$ cat src/hdl/lpac_params.svh
// Constants for the low-power and auxiliary clock control block.
// Operation
// - Secondary crystal is off unless selected while awake, or held on by keep-on bit.
// - Keep-on bit, oscillator control bit 1, runs secondary crystal always, sleep too.
// - Sleep stops primary and fast RC, and low-power RC unless watchdog is on; secondary may stay.
// - Secondary crystal is system clock by reset fuse or software switch.
// - Secondary crystal clock is ready only after a start-up interval.
// - Low-power RC times the power-up timer, watchdog and fail-safe monitor.
// - Low-power RC is enabled at reset when power-up timer fuse bits are set.
// - Low-power RC stays on for monitor, watchdog or selection; else off after timer.
// - In sleep the low-power RC runs only when the watchdog is enabled.
// - Low-power RC is system clock by reset fuse or software switch.
// - Low-power RC clock is ready at once, without start-up wait.
// - Aux mode bits 12:11: 11 external, 10 crystal, 01 high-speed, 00 off.
// - Aux reference select bit 13 feeds the aux oscillator to the divider.
// - Converter uses fast RC with PLL, aux when reference bit alone set; primary when source and reference bits set.
// - Aux divider bits 10:8: 111 by 1 down to 001 by 64, 000 by 256.
// - Aux crystal modes use both secondary pins; external mode uses input pin only.
// - Instruction cycle clock is the system clock divided by two.
// - Select code 011 is primary with PLL, 001 fast RC with PLL; status mirrors.
// - Lock bit clears at reset and PLL switches, stays clear on non-PLL source.
// - Fail-safe monitor is enabled only when switch mode fuse equals 00.
`ifndef LPAC_PARAMS_SVH
`define LPAC_PARAMS_SVH

// ==========================================
// Timing.
`define LPAC_CLK_MHZ 50
`define LPAC_SOSC_START_US 1000
`define LPAC_SOSC_START_CYC (`LPAC_SOSC_START_US * `LPAC_CLK_MHZ)
`define LPAC_POWERUP_TIMER_US 64000
`define LPAC_POWERUP_TIMER_CYC (`LPAC_POWERUP_TIMER_US * `LPAC_CLK_MHZ)

// ==========================================
// Register offsets.
`define LPAC_OSC_CTRL_OFS 12'h000
`define LPAC_AUX_CTRL_OFS 12'h004
`define LPAC_STATUS_OFS 12'h008

// ==========================================
// Field positions and reset values.
`define LPAC_OSC_SWITCH_BIT 0
`define LPAC_OSC_KEEPON_BIT 1
`define LPAC_OSC_LOCK_BIT 5
`define LPAC_OSC_NEXT_LSB 8
`define LPAC_OSC_CUR_LSB 12
`define LPAC_AUX_DIV_LSB 8
`define LPAC_AUX_MODE_LSB 11
`define LPAC_AUX_REFSEL_BIT 13
`define LPAC_AUX_PRIMSEL_BIT 14
`define LPAC_AUX_RESET 16'h0000

// ==========================================
// Source codes and mode codes.
`define LPAC_SRC_FRC 3'h0
`define LPAC_SRC_FRC_PLL 3'h1
`define LPAC_SRC_PRI 3'h2
`define LPAC_SRC_PRI_PLL 3'h3
`define LPAC_SRC_SOSC 3'h4
`define LPAC_SRC_LOW_POWER_RC_OSC 3'h5
`define LPAC_MODE_OFF 2'h0
`define LPAC_MODE_HS 2'h1
`define LPAC_MODE_XT 2'h2
`define LPAC_MODE_EC 2'h3
`define LPAC_FAIL_SAFE_MONITOR_ON 2'h0

`endif

$ cat src/hdl/lpac_pkg.sv
// Types shared by the low-power and auxiliary clock control block.
package lpac_pkg;

  typedef enum logic [1:0] {SW_IDLE, SW_START, SW_LOCK} lpac_sw_e;

  typedef enum logic [1:0] {CONV_FRC_PLL, CONV_AUX, CONV_PRIMARY} lpac_conv_e;

  typedef struct packed {
    logic primSel;
    logic refSel;
    logic [1:0] mode;
    logic [2:0] div;
  } lpac_aux_s;

  typedef struct packed {
    logic primary;
    logic fastRc;
    logic secondary;
    logic lowPowerRc;
  } lpac_osc_en_s;

  typedef struct packed {
    logic valid;
    logic write;
    logic [11:0] addr;
  } lpac_ahb_req_s;

endpackage

$ cat src/hdl/lpac_clock_control.sv
// Low-power, auxiliary and PLL switch clock control with an AHB-Lite register slave.
`timescale 1ns/10ps
`include "lpac_params.svh"

module lpac_clock_control #(
  parameter int unsigned SOSC_START_CYC = `LPAC_SOSC_START_CYC,
  parameter int unsigned POWERUP_TIMER_CYC = `LPAC_POWERUP_TIMER_CYC
) (
  input wire logic clk,
  input wire logic reset,
  input wire logic hsel,
  input wire logic [31:0] haddr,
  input wire logic [1:0] htrans,
  input wire logic hwrite,
  input wire logic [2:0] hsize,
  input wire logic [31:0] hwdata,
  input wire logic hready,
  output logic hreadyout,
  output logic hresp,
  output logic [31:0] hrdata,
  input wire logic [2:0] initialSourceSelect,
  input wire logic [2:0] powerupTimerValue,
  input wire logic [1:0] switchModeFuse,
  input wire logic sleepMode,
  input wire logic watchdogEnable,
  input wire logic pllLocked,
  input wire logic frcPllTick,
  input wire logic auxOscTick,
  input wire logic primaryTick,
  output lpac_pkg::lpac_osc_en_s oscEnable,
  output logic [2:0] currentSource,
  output logic fscmEnable,
  output logic cycleClk,
  output logic auxClkTick,
  output logic auxCrystalEn,
  output logic auxExtClkEn,
  output lpac_pkg::lpac_conv_e converterSource
);

  // ==========================================
  // Declarations.
  lpac_pkg::lpac_ahb_req_s req_q;
  lpac_pkg::lpac_aux_s aux_q;
  lpac_pkg::lpac_aux_s auxAct_q;
  lpac_pkg::lpac_sw_e sw_q;
  logic [2:0] next_q;
  logic [2:0] cur_q;
  logic keepOn_q;
  logic lock_q;
  logic switchReq_q;
  logic switchEn_q;
  logic fail_safe_monitor_q;
  logic pwrtRun_q;
  logic [31:0] pwrtCnt_q;
  logic [31:0] soscCnt_q;
  logic soscReady_q;
  logic [8:0] auxCnt_q;
  logic [8:0] auxDiv;
  logic refTick;
  logic [31:0] oscWord;
  logic [31:0] auxWord;
  logic [31:0] statWord;
  logic oscWr;
  logic auxWr;
  logic destPll;
  logic usesSosc;
  logic usesLprc;
  logic usesPri;
  logic usesFrc;
  logic [2:0] target;

  // ==========================================
  // Bus address phase capture.
  always_ff @(posedge clk) begin
    if (reset) begin
      req_q <= '0;
    end else if (hready) begin
      req_q.valid <= hsel & htrans[1];
      req_q.write <= hwrite & (hsize == 3'h2);
      req_q.addr <= haddr[11:0];
    end
  end

  assign oscWr = req_q.valid & req_q.write & (req_q.addr == `LPAC_OSC_CTRL_OFS);
  assign auxWr = req_q.valid & req_q.write & (req_q.addr == `LPAC_AUX_CTRL_OFS);

  always_comb begin
    oscWord = '0;
    oscWord[`LPAC_OSC_SWITCH_BIT] = switchReq_q;
    oscWord[`LPAC_OSC_KEEPON_BIT] = keepOn_q;
    oscWord[`LPAC_OSC_LOCK_BIT] = lock_q;
    oscWord[`LPAC_OSC_NEXT_LSB +: 3] = next_q;
    oscWord[`LPAC_OSC_CUR_LSB +: 3] = cur_q;
    auxWord = '0;
    auxWord[`LPAC_AUX_DIV_LSB +: 3] = aux_q.div;
    auxWord[`LPAC_AUX_MODE_LSB +: 2] = aux_q.mode;
    auxWord[`LPAC_AUX_REFSEL_BIT] = aux_q.refSel;
    auxWord[`LPAC_AUX_PRIMSEL_BIT] = aux_q.primSel;
    statWord = {24'h000000, soscReady_q, pwrtRun_q, fail_safe_monitor_q, switchEn_q, oscEnable};
  end

  // ==========================================
  // Bus response, zero wait states, always OKAY.
  always_ff @(posedge clk) begin
    if (reset) begin
      hrdata <= 32'h00000000;
      hreadyout <= 1'b0;
      hresp <= 1'b0;
    end else begin
      hreadyout <= 1'b1;
      hresp <= 1'b0;
      if (hready & hsel & htrans[1] & ~hwrite) begin
        if (haddr[11:0] == `LPAC_OSC_CTRL_OFS) begin
          hrdata <= oscWord;
        end else if (haddr[11:0] == `LPAC_AUX_CTRL_OFS) begin
          hrdata <= auxWord;
        end else if (haddr[11:0] == `LPAC_STATUS_OFS) begin
          hrdata <= statWord;
        end else begin
          hrdata <= 32'h00000000;
        end
      end
    end
  end

  // ==========================================
  // Fuse capture at reset.
  always_ff @(posedge clk) begin
    if (reset) begin
      fail_safe_monitor_q <= (switchModeFuse == `LPAC_FAIL_SAFE_MONITOR_ON);
      switchEn_q <= ~switchModeFuse[1];
    end
  end

  // ==========================================
  // Oscillator control register and clock switch sequence.
  assign target = next_q;
  assign destPll = (target == `LPAC_SRC_PRI_PLL) | (target == `LPAC_SRC_FRC_PLL);

  always_ff @(posedge clk) begin
    if (reset) begin
      keepOn_q <= 1'b0;
      next_q <= initialSourceSelect;
      cur_q <= initialSourceSelect;
      switchReq_q <= 1'b0;
      sw_q <= lpac_pkg::SW_IDLE;
    end else begin
      case (sw_q)
        lpac_pkg::SW_IDLE: begin
          if (oscWr) begin
            keepOn_q <= hwdata[`LPAC_OSC_KEEPON_BIT];
            next_q <= hwdata[`LPAC_OSC_NEXT_LSB +: 3];
            if (hwdata[`LPAC_OSC_SWITCH_BIT] & switchEn_q) begin
              switchReq_q <= 1'b1;
              sw_q <= lpac_pkg::SW_START;
            end
          end
        end
        lpac_pkg::SW_START: begin
          if (target == cur_q) begin
            switchReq_q <= 1'b0;
            sw_q <= lpac_pkg::SW_IDLE;
          end else if (target == `LPAC_SRC_SOSC) begin
            if (soscReady_q) begin
              sw_q <= lpac_pkg::SW_LOCK;
            end
          end else begin
            sw_q <= lpac_pkg::SW_LOCK;
          end
        end
        lpac_pkg::SW_LOCK: begin
          if (~destPll | pllLocked) begin
            cur_q <= target;
            switchReq_q <= 1'b0;
            sw_q <= lpac_pkg::SW_IDLE;
          end
        end
        default: begin
          sw_q <= lpac_pkg::SW_IDLE;
        end
      endcase
    end
  end

  // ==========================================
  // PLL lock status.
  always_ff @(posedge clk) begin
    if (reset) begin
      lock_q <= 1'b0;
    end else if (sw_q == lpac_pkg::SW_START && target != cur_q) begin
      lock_q <= 1'b0;
    end else if (sw_q == lpac_pkg::SW_LOCK && destPll) begin
      lock_q <= pllLocked;
    end else if (sw_q == lpac_pkg::SW_IDLE) begin
      lock_q <= ((cur_q == `LPAC_SRC_PRI_PLL) | (cur_q == `LPAC_SRC_FRC_PLL)) & pllLocked;
    end
  end

  // ==========================================
  // Oscillator usage.
  always_comb begin
    usesSosc = (cur_q == `LPAC_SRC_SOSC) | ((sw_q != lpac_pkg::SW_IDLE) & (target == `LPAC_SRC_SOSC));
    usesLprc = (cur_q == `LPAC_SRC_LOW_POWER_RC_OSC) | ((sw_q != lpac_pkg::SW_IDLE) & (target == `LPAC_SRC_LOW_POWER_RC_OSC));
    usesPri = (cur_q[2:1] == 2'h1) | ((sw_q != lpac_pkg::SW_IDLE) & (target[2:1] == 2'h1));
    usesFrc = (cur_q[2:1] == 2'h0) | (cur_q[2:1] == 2'h3)
      | ((sw_q != lpac_pkg::SW_IDLE) & ((target[2:1] == 2'h0) | (target[2:1] == 2'h3)));
  end

  // ==========================================
  // Power-up timer, timed by the low-power RC.
  always_ff @(posedge clk) begin
    if (reset) begin
      pwrtRun_q <= (powerupTimerValue != 3'h0);
      pwrtCnt_q <= '0;
    end else if (pwrtRun_q && oscEnable.lowPowerRc) begin
      pwrtCnt_q <= pwrtCnt_q + 32'h00000001;
      if (pwrtCnt_q >= POWERUP_TIMER_CYC - 1) begin
        pwrtRun_q <= 1'b0;
      end
    end
  end

  // ==========================================
  // Oscillator enables.
  always_ff @(posedge clk) begin
    if (reset) begin
      oscEnable <= '0;
    end else begin
      oscEnable.secondary <= keepOn_q | (~sleepMode & usesSosc);
      oscEnable.primary <= ~sleepMode & usesPri;
      oscEnable.fastRc <= ~sleepMode & usesFrc;
      if (sleepMode) begin
        oscEnable.lowPowerRc <= watchdogEnable;
      end else begin
        oscEnable.lowPowerRc <= fail_safe_monitor_q | watchdogEnable | usesLprc | pwrtRun_q;
      end
    end
  end

  // ==========================================
  // Secondary crystal start-up wait.
  always_ff @(posedge clk) begin
    if (reset || !oscEnable.secondary) begin
      soscCnt_q <= '0;
      soscReady_q <= 1'b0;
    end else if (!soscReady_q) begin
      soscCnt_q <= soscCnt_q + 32'h00000001;
      soscReady_q <= (soscCnt_q >= SOSC_START_CYC - 1);
    end
  end

  // ==========================================
  // Status outputs and instruction cycle clock.
  always_ff @(posedge clk) begin
    if (reset) begin
      currentSource <= `LPAC_SRC_FRC;
      fscmEnable <= 1'b0;
      cycleClk <= 1'b0;
    end else begin
      currentSource <= cur_q;
      fscmEnable <= fail_safe_monitor_q;
      cycleClk <= ~cycleClk;
    end
  end

  // ==========================================
  // Auxiliary control register.
  always_ff @(posedge clk) begin
    if (reset) begin
      aux_q <= lpac_pkg::lpac_aux_s'(`LPAC_AUX_RESET);
    end else if (auxWr) begin
      aux_q.div <= hwdata[`LPAC_AUX_DIV_LSB +: 3];
      aux_q.mode <= hwdata[`LPAC_AUX_MODE_LSB +: 2];
      aux_q.refSel <= hwdata[`LPAC_AUX_REFSEL_BIT];
      aux_q.primSel <= hwdata[`LPAC_AUX_PRIMSEL_BIT];
    end
  end

  // ==========================================
  // Auxiliary oscillator pin modes.
  always_ff @(posedge clk) begin
    if (reset) begin
      auxCrystalEn <= 1'b0;
      auxExtClkEn <= 1'b0;
    end else begin
      auxCrystalEn <= (aux_q.mode == `LPAC_MODE_XT) | (aux_q.mode == `LPAC_MODE_HS);
      auxExtClkEn <= (aux_q.mode == `LPAC_MODE_EC);
    end
  end

  // ==========================================
  // Auxiliary reference selection and output divider.
  always_comb begin
    case (auxAct_q.div)
      3'h7: auxDiv = 9'h001;
      3'h6: auxDiv = 9'h002;
      3'h5: auxDiv = 9'h004;
      3'h4: auxDiv = 9'h008;
      3'h3: auxDiv = 9'h010;
      3'h2: auxDiv = 9'h020;
      3'h1: auxDiv = 9'h040;
      default: auxDiv = 9'h100;
    endcase
    if (auxAct_q.refSel && auxAct_q.primSel) begin
      refTick = primaryTick;
    end else if (auxAct_q.refSel) begin
      refTick = auxOscTick & (auxAct_q.mode != `LPAC_MODE_OFF);
    end else begin
      refTick = frcPllTick;
    end
  end

  always_ff @(posedge clk) begin
    if (reset) begin
      auxAct_q <= lpac_pkg::lpac_aux_s'(`LPAC_AUX_RESET);
      auxCnt_q <= '0;
      auxClkTick <= 1'b0;
      converterSource <= lpac_pkg::CONV_FRC_PLL;
    end else begin
      auxClkTick <= 1'b0;
      if (refTick) begin
        if (auxCnt_q >= auxDiv - 9'h001) begin
          auxClkTick <= 1'b1;
          auxCnt_q <= '0;
          auxAct_q <= aux_q;
        end else begin
          auxCnt_q <= auxCnt_q + 9'h001;
        end
      end else if (auxAct_q.refSel && !auxAct_q.primSel
          && (auxAct_q.mode == `LPAC_MODE_OFF)) begin
        // A silent reference has no edge to cut, so pending settings load at once.
        auxCnt_q <= '0;
        auxAct_q <= aux_q;
      end
      if (auxAct_q.refSel && auxAct_q.primSel) begin
        converterSource <= lpac_pkg::CONV_PRIMARY;
      end else if (auxAct_q.refSel) begin
        converterSource <= lpac_pkg::CONV_AUX;
      end else begin
        converterSource <= lpac_pkg::CONV_FRC_PLL;
      end
    end
  end

endmodule // lpac_clock_control

$ cat config.mk
export PLATFORM = sky130hd
export DESIGN_NAME = lpac_clock_control
export DESIGN_NICKNAME = d
export VERILOG_FILES = /design/src/hdl/lpac_pkg.sv /design/src/hdl/lpac_clock_control.sv
export VERILOG_INCLUDE_DIRS = /design/src /design/src/hdl
export SDC_FILE = /design/constraint.sdc
export NUM_CORES = 1
export LEC_CHECK = 0
export BUFFER_PORTS_ARGS = -buffer_cell sky130_fd_sc_hd__buf_4
export CELL_PAD_IN_SITES_DETAIL_PLACEMENT = 1
export CELL_PAD_IN_SITES_GLOBAL_PLACEMENT = 1
export CORE_UTILIZATION = 45
export CTS_CLUSTER_DIAMETER = 30
export DETAILED_ROUTE_END_ITERATION = 10
export PLACE_DENSITY = 0.84
export REMOVE_ABC_BUFFERS = 1
export SETUP_SLACK_MARGIN = 0.3
export SKIP_CTS_REPAIR_TIMING = 1
export SYNTH_ARGS = -nofsm -noshare
export SYNTH_HDL_FRONTEND = slang
export SYNTH_SLANG_ARGS = --single-unit
$ cat constraint.sdc
create_clock -name clk -period 5.25 [get_ports clk]
set_clock_uncertainty 0.1 [all_clocks]
set_input_delay 0.2625 -clock clk [delete_from_list [all_inputs] [get_ports clk]]
set_output_delay 0.2625 -clock clk [all_outputs]
set_load 0.1 [all_outputs]
==> results of run 1 <==
-- cells in the final DEF, fill, tap and decap left out, drive strengths merged, types with 4 or more instances in the layout --
cell / instances
a22oi: 5
nand2: 59
edfxtp: 9
nor4: 22
dfxtp: 137
nor2: 115
mux2i: 30
and2: 4
xor2: 25
a21oi: 24
conb: 18
nor2b: 10
buf: 75
clkinvlp: 4
xnor2: 34
nand3b: 10
dlygate4sd3: 4
clkbuf: 22
a31oi: 13
or3: 9
a221oi: 9
and3: 13
o21ai: 29
inv: 25
ha: 20
nand3: 33
nand4: 19
and4: 10
nor3: 22
-- registers in the layout, indices dropped and copies added, names as in the netlist, 3 cells and up --
signal         flops
auxWord            7
cur_q              3
next_q             3
auxCnt_q           9
pwrtCnt_q         32
req_q             14
oscEnable          4
soscCnt_q         32
auxAct_q           7
hrdata            15
currentSource      3
-- worst register-to-register path: cells and delay by family, from the launching register on --
kind	cells	cell delay (ns)
AO/OA/AOI/OAI	5	1.65
flip-flops	1	0.49
buffers and inverters	1	0.12
adder cells (fa/ha/maj)	2	0.63
AND/OR/NAND/NOR	3	0.33
multiplexers	1	0.18
-- power breakdown --
part | leakage [nW] | switching [W] | internal [W]
Clock | 0.282 | 0.000469 | 0.000770
Sequential | 1.20 | 0.0000242 | 0.00114
Combinational | 1.76 | 0.000168 | 0.0000592
Total | 3.24 | 0.000660 | 0.00197
-- worst max-delay path by stage --
stage                      from           to  slack (ns)  cells past startpoint
CTS                 auxAct_q[2]  auxCnt_q[7]        1.68                     12
global route        auxAct_q[2]  auxCnt_q[4]        1.30                     12
detailed placement  auxAct_q[2]  auxCnt_q[7]        1.85                     12
finish              auxAct_q[2]  auxCnt_q[7]        1.68                     12
floorplan           auxAct_q[2]  auxCnt_q[7]        1.96                     12
global placement    auxAct_q[2]  auxCnt_q[7]        2.06                     12
-- layout make-up --
type / instances / area [µm²]
clock inverters: 10 / 135
inverters: 25 / 93.8
flip-flops and latches: 146 / 3010
well taps: 188 / 235
repair buffers: 79 / 603
multi-input cells: 575 / 3620
fillers: 1745 / 6980
clock buffers: 22 / 464
-- layer usage --
| layer | GRT usage (%) | vias up | share of wire, % |
|---|---|---|---|
| met5 | 0 | - | 0 |
| met1 | 28.1 | 2926 | 44 |
| met3 | 5.44 | 22 | 3.5 |
| met4 | 7.94 | 0 | 1.1 |
| met2 | 42.4 | 117 | 51 |
| li1 | - | 2847 | - |
-- cells by family after synthesis --
kind of cell / count (synthesis) / share of synthesized area (%)
other: 1 / 0.0540
AND/OR/NAND/NOR: 345 / 26.2
adder cells (fa/ha/maj): 20 / 3.60
AO/OA/AOI/OAI: 103 / 9.58
buffers and inverters: 80 / 5.47
multiplexers: 30 / 4.32
XOR/XNOR: 59 / 7.44
flip-flops: 146 / 43.4
-- Yosys cell counts, types with 3 or more instances --
library cell  number
a21oi_1           24
a221oi_1           9
a22oi_1            5
a31oi_1           13
a32oi_1            3
and2_1             4
and3_1            13
and4_1            10
and4b_1            3
buf_1              4
buf_2              4
buf_4             18
clkbuf_1          28
dfxtp_1          137
edfxtp_1           9
ha_1              20
inv_1             25
mux2i_1           30
nand2_1           59
nand3_1           32
nand3b_1          10
nand4_1           17
nor2_1           115
nor2b_1           10
nor3_1            21
nor4_1            15
nor4_2             6
o21a_1             3
o21ai_0           29
or3_1              9
xnor2_1           34
xor2_1            25
-- stage by stage --
| stage | power [W] | hold slack (ns) | worst slack [ns] |
|---|---|---|---|
| 2_1_floorplan | 0.00133 | 0.229 | 1.96 |
| 3_3_place_gp | 0.00141 | 0.296 | 2.06 |
| 3_5_place_dp | 0.00141 | 0.308 | 1.85 |
| 4_1_cts | 0.00265 | -0.0826 | 1.68 |
| 5_1_grt | 0.00272 | 0.000609 | 1.30 |
| 6_report | 0.00263 | -0.0186 | 1.68 |
==> run metrics, run 1 <==
later-pin clock latency in the skew report=0.42 ns; Layout Cells excl Fill=1045; Syn Area/Cell=8.86 µm²; P per Cell Area=322 nW/µm²; area of the core=15100 µm²; Die X=126 µm; Tcrit/Tclk final=68.0%; post-synthesis cell area=6950 µm²; H-tree depth=4; diode count=0; WP buf/inv=1; die area=15900 µm²; final hold vios=6; total of max-cap violations=0; Synth Warn #=0; drt first pass iters=4; Post-synth EDFFs=9; post-DP HPWL=12400 µm; WHS Path Cells=3; initial drt markers=310; share of layout cells above drive strength 1=14.0%; setup tns final=0 ns; CTS root buffer=clkbuf_16; CTS clk-pin slew, worst paths=0.06 ns; Synth Register Bits=146; WL/cell=17.5 µm; I/O Pins=136; post-synth top area cell=dfxtp_1; clock sink count=146; status=complete, but fails checks; share of async-settable or async-resettable flops after synthesis=0%; placed insts=1009; critical path, cell by cell=nand3_1 -> ha_1 -> inv_1 -> nand2_1 -> o21ai_0 -> a21oi_1 -> ha_1 -> a21oi_1 -> nor3b_1 -> a311oi_2 -> a32oi_1 -> mux2i_1; global-route usage over all layers=23.8%; Vias=5912; Synth area leaders=dfxtp_1, nor2_1, mux2i_1; Layout Utilization=53.9%; Post-route DRC=0; Reg-to-Reg Start=auxAct_q[2]; Peak VDD IR=0.000276 V; cells on worst reg2reg path=12; CP max stage delay=0.94 ns; Finished Cell Area=8170 µm²; Placed Instance Area=7530 µm²; Crit Path Category=reg -> reg; RSZ-0062 raised after global routing=false; failing checks=negative hold slack; R2R Path End=auxCnt_q[7]; Synth cell types=63; post-DR vias/cell=5.66; P_leak=3.24 nW; top cell type's share of synthesized area=39.5%; Final ANT Viol Nets=0; hold slack=-0.0186 ns; Die H=126 µm; Post-Route WL=18300 µm; Worst Path Required=5.50 ns; Mapped Cells=784; Max clock buf depth=2; Seq/Total Area, Yosys=43.4%; Critical Path End Type=flip-flop; crit-path leading delay family=compound AO/OA/AOI/OAI gates; CTS tree=done; PortBufs=73; Setup crit start kind=flip-flop; register-to-register setup slack=1.68 ns; Period minus WS final=3.57 ns; cts bufs inserted=17; vias in the first global route=6110; dominant synthesized flop cell=dfxtp_1; Worst Hold Class=in -> reg; initial antenna violation count=0; Crit-path slowest cell=a311oi_2; # nets final=952; CP Max Fanout=17; WHS Endpoint=auxWord[12]; Slew Limit Fails=0; Max-slew headroom=25.6%; num rows=45; largest net degree at the start of global routing=73; first-pass GRT wire length=30100 µm; Hold Crit Start=hwdata[12]; fmax=280 MHz; crit path DAT=3.82 ns; Initial Util=45.9%; Setup Viol. Count Final=0; Syn-to-layout area delta=17.6%; GRT overflow=0; Placer Congestion=0.827; Worst Max-Slew Pin Slew=1.12 ns
No activity file was read; power rests on OpenSTA's default activity.
==> run 2: changes to the inputs <==
--- a/config.mk
+++ b/config.mk
@@ -9,10 +9,10 @@
 export BUFFER_PORTS_ARGS = -buffer_cell sky130_fd_sc_hd__buf_4
 export CELL_PAD_IN_SITES_DETAIL_PLACEMENT = 1
 export CELL_PAD_IN_SITES_GLOBAL_PLACEMENT = 1
-export CORE_UTILIZATION = 45
+export CORE_UTILIZATION = 42
 export CTS_CLUSTER_DIAMETER = 30
 export DETAILED_ROUTE_END_ITERATION = 10
-export PLACE_DENSITY = 0.84
+export PLACE_DENSITY = 0.79
 export REMOVE_ABC_BUFFERS = 1
 export SETUP_SLACK_MARGIN = 0.3
 export SKIP_CTS_REPAIR_TIMING = 1
==> constraint.sdc (replaced) <==
create_clock -name clk -period 3.35 [get_ports clk]
set_clock_uncertainty 0.1 [all_clocks]
set_input_delay 0.1675 -clock clk [delete_from_list [all_inputs] [get_ports clk]]
set_output_delay 0.1675 -clock clk [all_outputs]
set_load 0.1 [all_outputs]
==> run metrics, run 2 (same netlist as run 1, synthesis figures left out) <==
cells on worst reg2reg path=13 (was 12); met2 wire length=10100 µm (was 9410 µm); top layer in use=met4 (unchanged); area of the core=16000 µm² (was 15100 µm²); # nets final=985 (was 952); Peak VDD IR=0.000364 V (was 0.000276 V); area occupied by multi-input gates=3630 µm² (was 3620 µm²); diode count=0 (unchanged); cts bufs inserted=17 (unchanged); share of power burned in registers=44.4% (about the same); PortBufs=73 (unchanged); register-to-register setup slack=0.47 ns (was 1.68 ns); WHS Endpoint=req_q[12] (was auxWord[12]); share of layout cells above drive strength 1=14.5% (was 14.0%); Crit Path Category=reg -> reg (unchanged); die area=17100 µm² (was 15900 µm²); Tcrit/Tclk final=85.9% (was 68.0%); Filler Cell Count=1900 (was 1745); Critical Path End Type=flip-flop (unchanged); Reg-to-Reg Start=auxAct_q[2] (unchanged); setup tns final=0 ns (unchanged); vias in the first global route=5949 (was 6110); most frequent cells in the layout=dfxtp_1, nor2_1, buf_4, nand2_1, xnor2_1 (unchanged); Clk pwr share=46.2% (was 47.0%); Initial Util=43.4% (was 45.9%); Die X=131 µm (was 126 µm); Post-Route WL=19300 µm (was 18300 µm); Placer Congestion=0.820 (was 0.827); post-DR vias/cell=5.40 (was 5.66); total of max-cap violations=0 (unchanged); global-route usage over all layers=22.2% (was 23.8%); final hold vios=1 (was 6); Top Registers=pwrtCnt_q x32, soscCnt_q x32, hrdata x15 (unchanged); clock sink count=146 (unchanged); switching pwr=0.00104 W (was 0.000660 W); post-DP HPWL=13000 µm (was 12400 µm); CTS root buffer=clkbuf_16 (unchanged); Syn-to-layout area delta=22.8% (was 17.6%); CTS clk-pin slew, worst paths=0.06 ns (about the same); largest net degree at the start of global routing=68 (was 73); crit path DAT=3.12 ns (was 3.82 ns); RSZ-0062 raised after global routing=true (was false); status=complete, but fails checks (unchanged); Worst Hold Class=in -> reg (unchanged); GRT overflow=0 (unchanged); Setup crit start kind=flip-flop (unchanged); Met3 Routed Length=613 µm (was 641 µm); Hold Crit Start=hsize[0] (was hwdata[12]); Die H=131 µm (was 126 µm); Layout Utilization=53.3% (was 53.9%); Switching Fraction=25.2% (was 25.1%); Slew Limit Fails=0 (unchanged); critical path startpoint=auxAct_q[2] (unchanged); FF+latch area=3020 µm² (was 3010 µm²); Period minus WS final=2.88 ns (was 3.57 ns); hold slack=-0.00121 ns (was -0.0186 ns); H-tree depth=4 (unchanged); WL met1=8130 µm (was 8020 µm); Setup Viol. Count Final=0 (unchanged); Worst Path Required=3.59 ns (was 5.50 ns); drt first pass iters=4 (unchanged); later-pin clock latency in the skew report=0.42 ns (about the same); Pint=0.00308 W (was 0.00197 W); Post-route DRC=0 (unchanged); first-pass GRT wire length=29300 µm (was 30100 µm); P_leak=3.38 nW (was 3.24 nW); Final ANT Viol Nets=0 (unchanged); CTS tree=done (unchanged); WHS Path Cells=4 (was 3); P per Cell Area=483 nW/µm² (was 322 nW/µm²); initial antenna violation count=0 (unchanged); initial drt markers=223 (was 310); I/O Pins=136 (unchanged); Worst Max-Slew Pin Slew=1.13 ns (was 1.12 ns); Combinational Power Share=9.4% (was 8.6%); num rows=46 (was 45); WL/cell=17.4 µm (was 17.5 µm); failing checks=negative hold slack (unchanged); fmax=348 MHz (was 280 MHz); R2R Path End=auxCnt_q[3] (was auxCnt_q[7]); commonest non-fill, non-tap cell in the layout=dfxtp_1 (unchanged); Max-slew headroom=24.7% (was 25.6%); Max clock buf depth=2 (unchanged); CP Max Fanout=11 (was 17); Vias=5974 (was 5912)
## run 2: changes by cell type in the layout (fill, tap and decap cells not counted), moves of 2 or more
cell	delta
dfxtp_2	+3
clkinv_4	+2
dfxtp_1	-3
clkinv_2	-2
dlygate4sd3_1	+28
bufinv_16	-2
buf_4	+4
clkinvlp_4	-2
clkbuf_16	+2
## run 2: stage by stage
stage | worst slack, ns | cell area (µm²) | total power [W] | cells
3_3_place_gp | 0.621 | 7590 | 0.00221 | 1041
2_1_floorplan | 0.0581 | 6730 | 0.00209 | 746
6_report | 0.473 | 8530 | 0.00412 | 1106
4_1_cts | 0.326 | 8190 | 0.00410 | 1073
5_1_grt | 0.270 | 8530 | 0.00425 | 1106
3_5_place_dp | 0.359 | 7590 | 0.00222 | 1041
## run 2: worst max-delay path, cell delays in order (launching register included)
cell and delay [ns]:
dfxtp_2 0.41, nand3_1 0.14, ha_2 0.25, inv_1 0.09, nand2_1 0.05, o21ai_0 0.21
a21oi_1 0.11, ha_1 0.31, a21oi_1 0.19, nor3b_2 0.09, a311oi_2 0.27, buf_2 0.27
nand3b_1 0.11, a31oi_1 0.21
## run 2: layer usage
metal  up-vias  global-route usage [%]
met5         -                       0
met4         0                    7.91
met3        28                    4.56
met2       113                    39.5
met1      2919                    26.3
li1       2914                       -
## run 2: final cells by class
class	instances	share of cell area [%]
clock inverters	6	0.792
well taps	216	3.17
multi-input cells	575	42.6
flip-flops and latches	146	35.4
clock buffers	26	6.23
inverters	25	1.10
repair buffers	112	10.8
## run 2: worst max path at each step
stage / endpoint
after detailed placement: auxAct_q[4]
after floorplan: auxCnt_q[7]
after global placement: auxAct_q[4]
final: auxCnt_q[3]
after CTS: auxCnt_q[8]
after global routing: auxCnt_q[8]
## run 2: power by group through the flow
stage / Clock, W / Combinational (W) / Sequential (W)
floorplan: 0 / 0.000166 / 0.00193
finish: 0.00190 / 0.000388 / 0.00183
global placement: 0 / 0.000343 / 0.00186
detailed placement: 0 / 0.000352 / 0.00187
CTS: 0.00192 / 0.000353 / 0.00183
global route: 0.00201 / 0.000410 / 0.00183
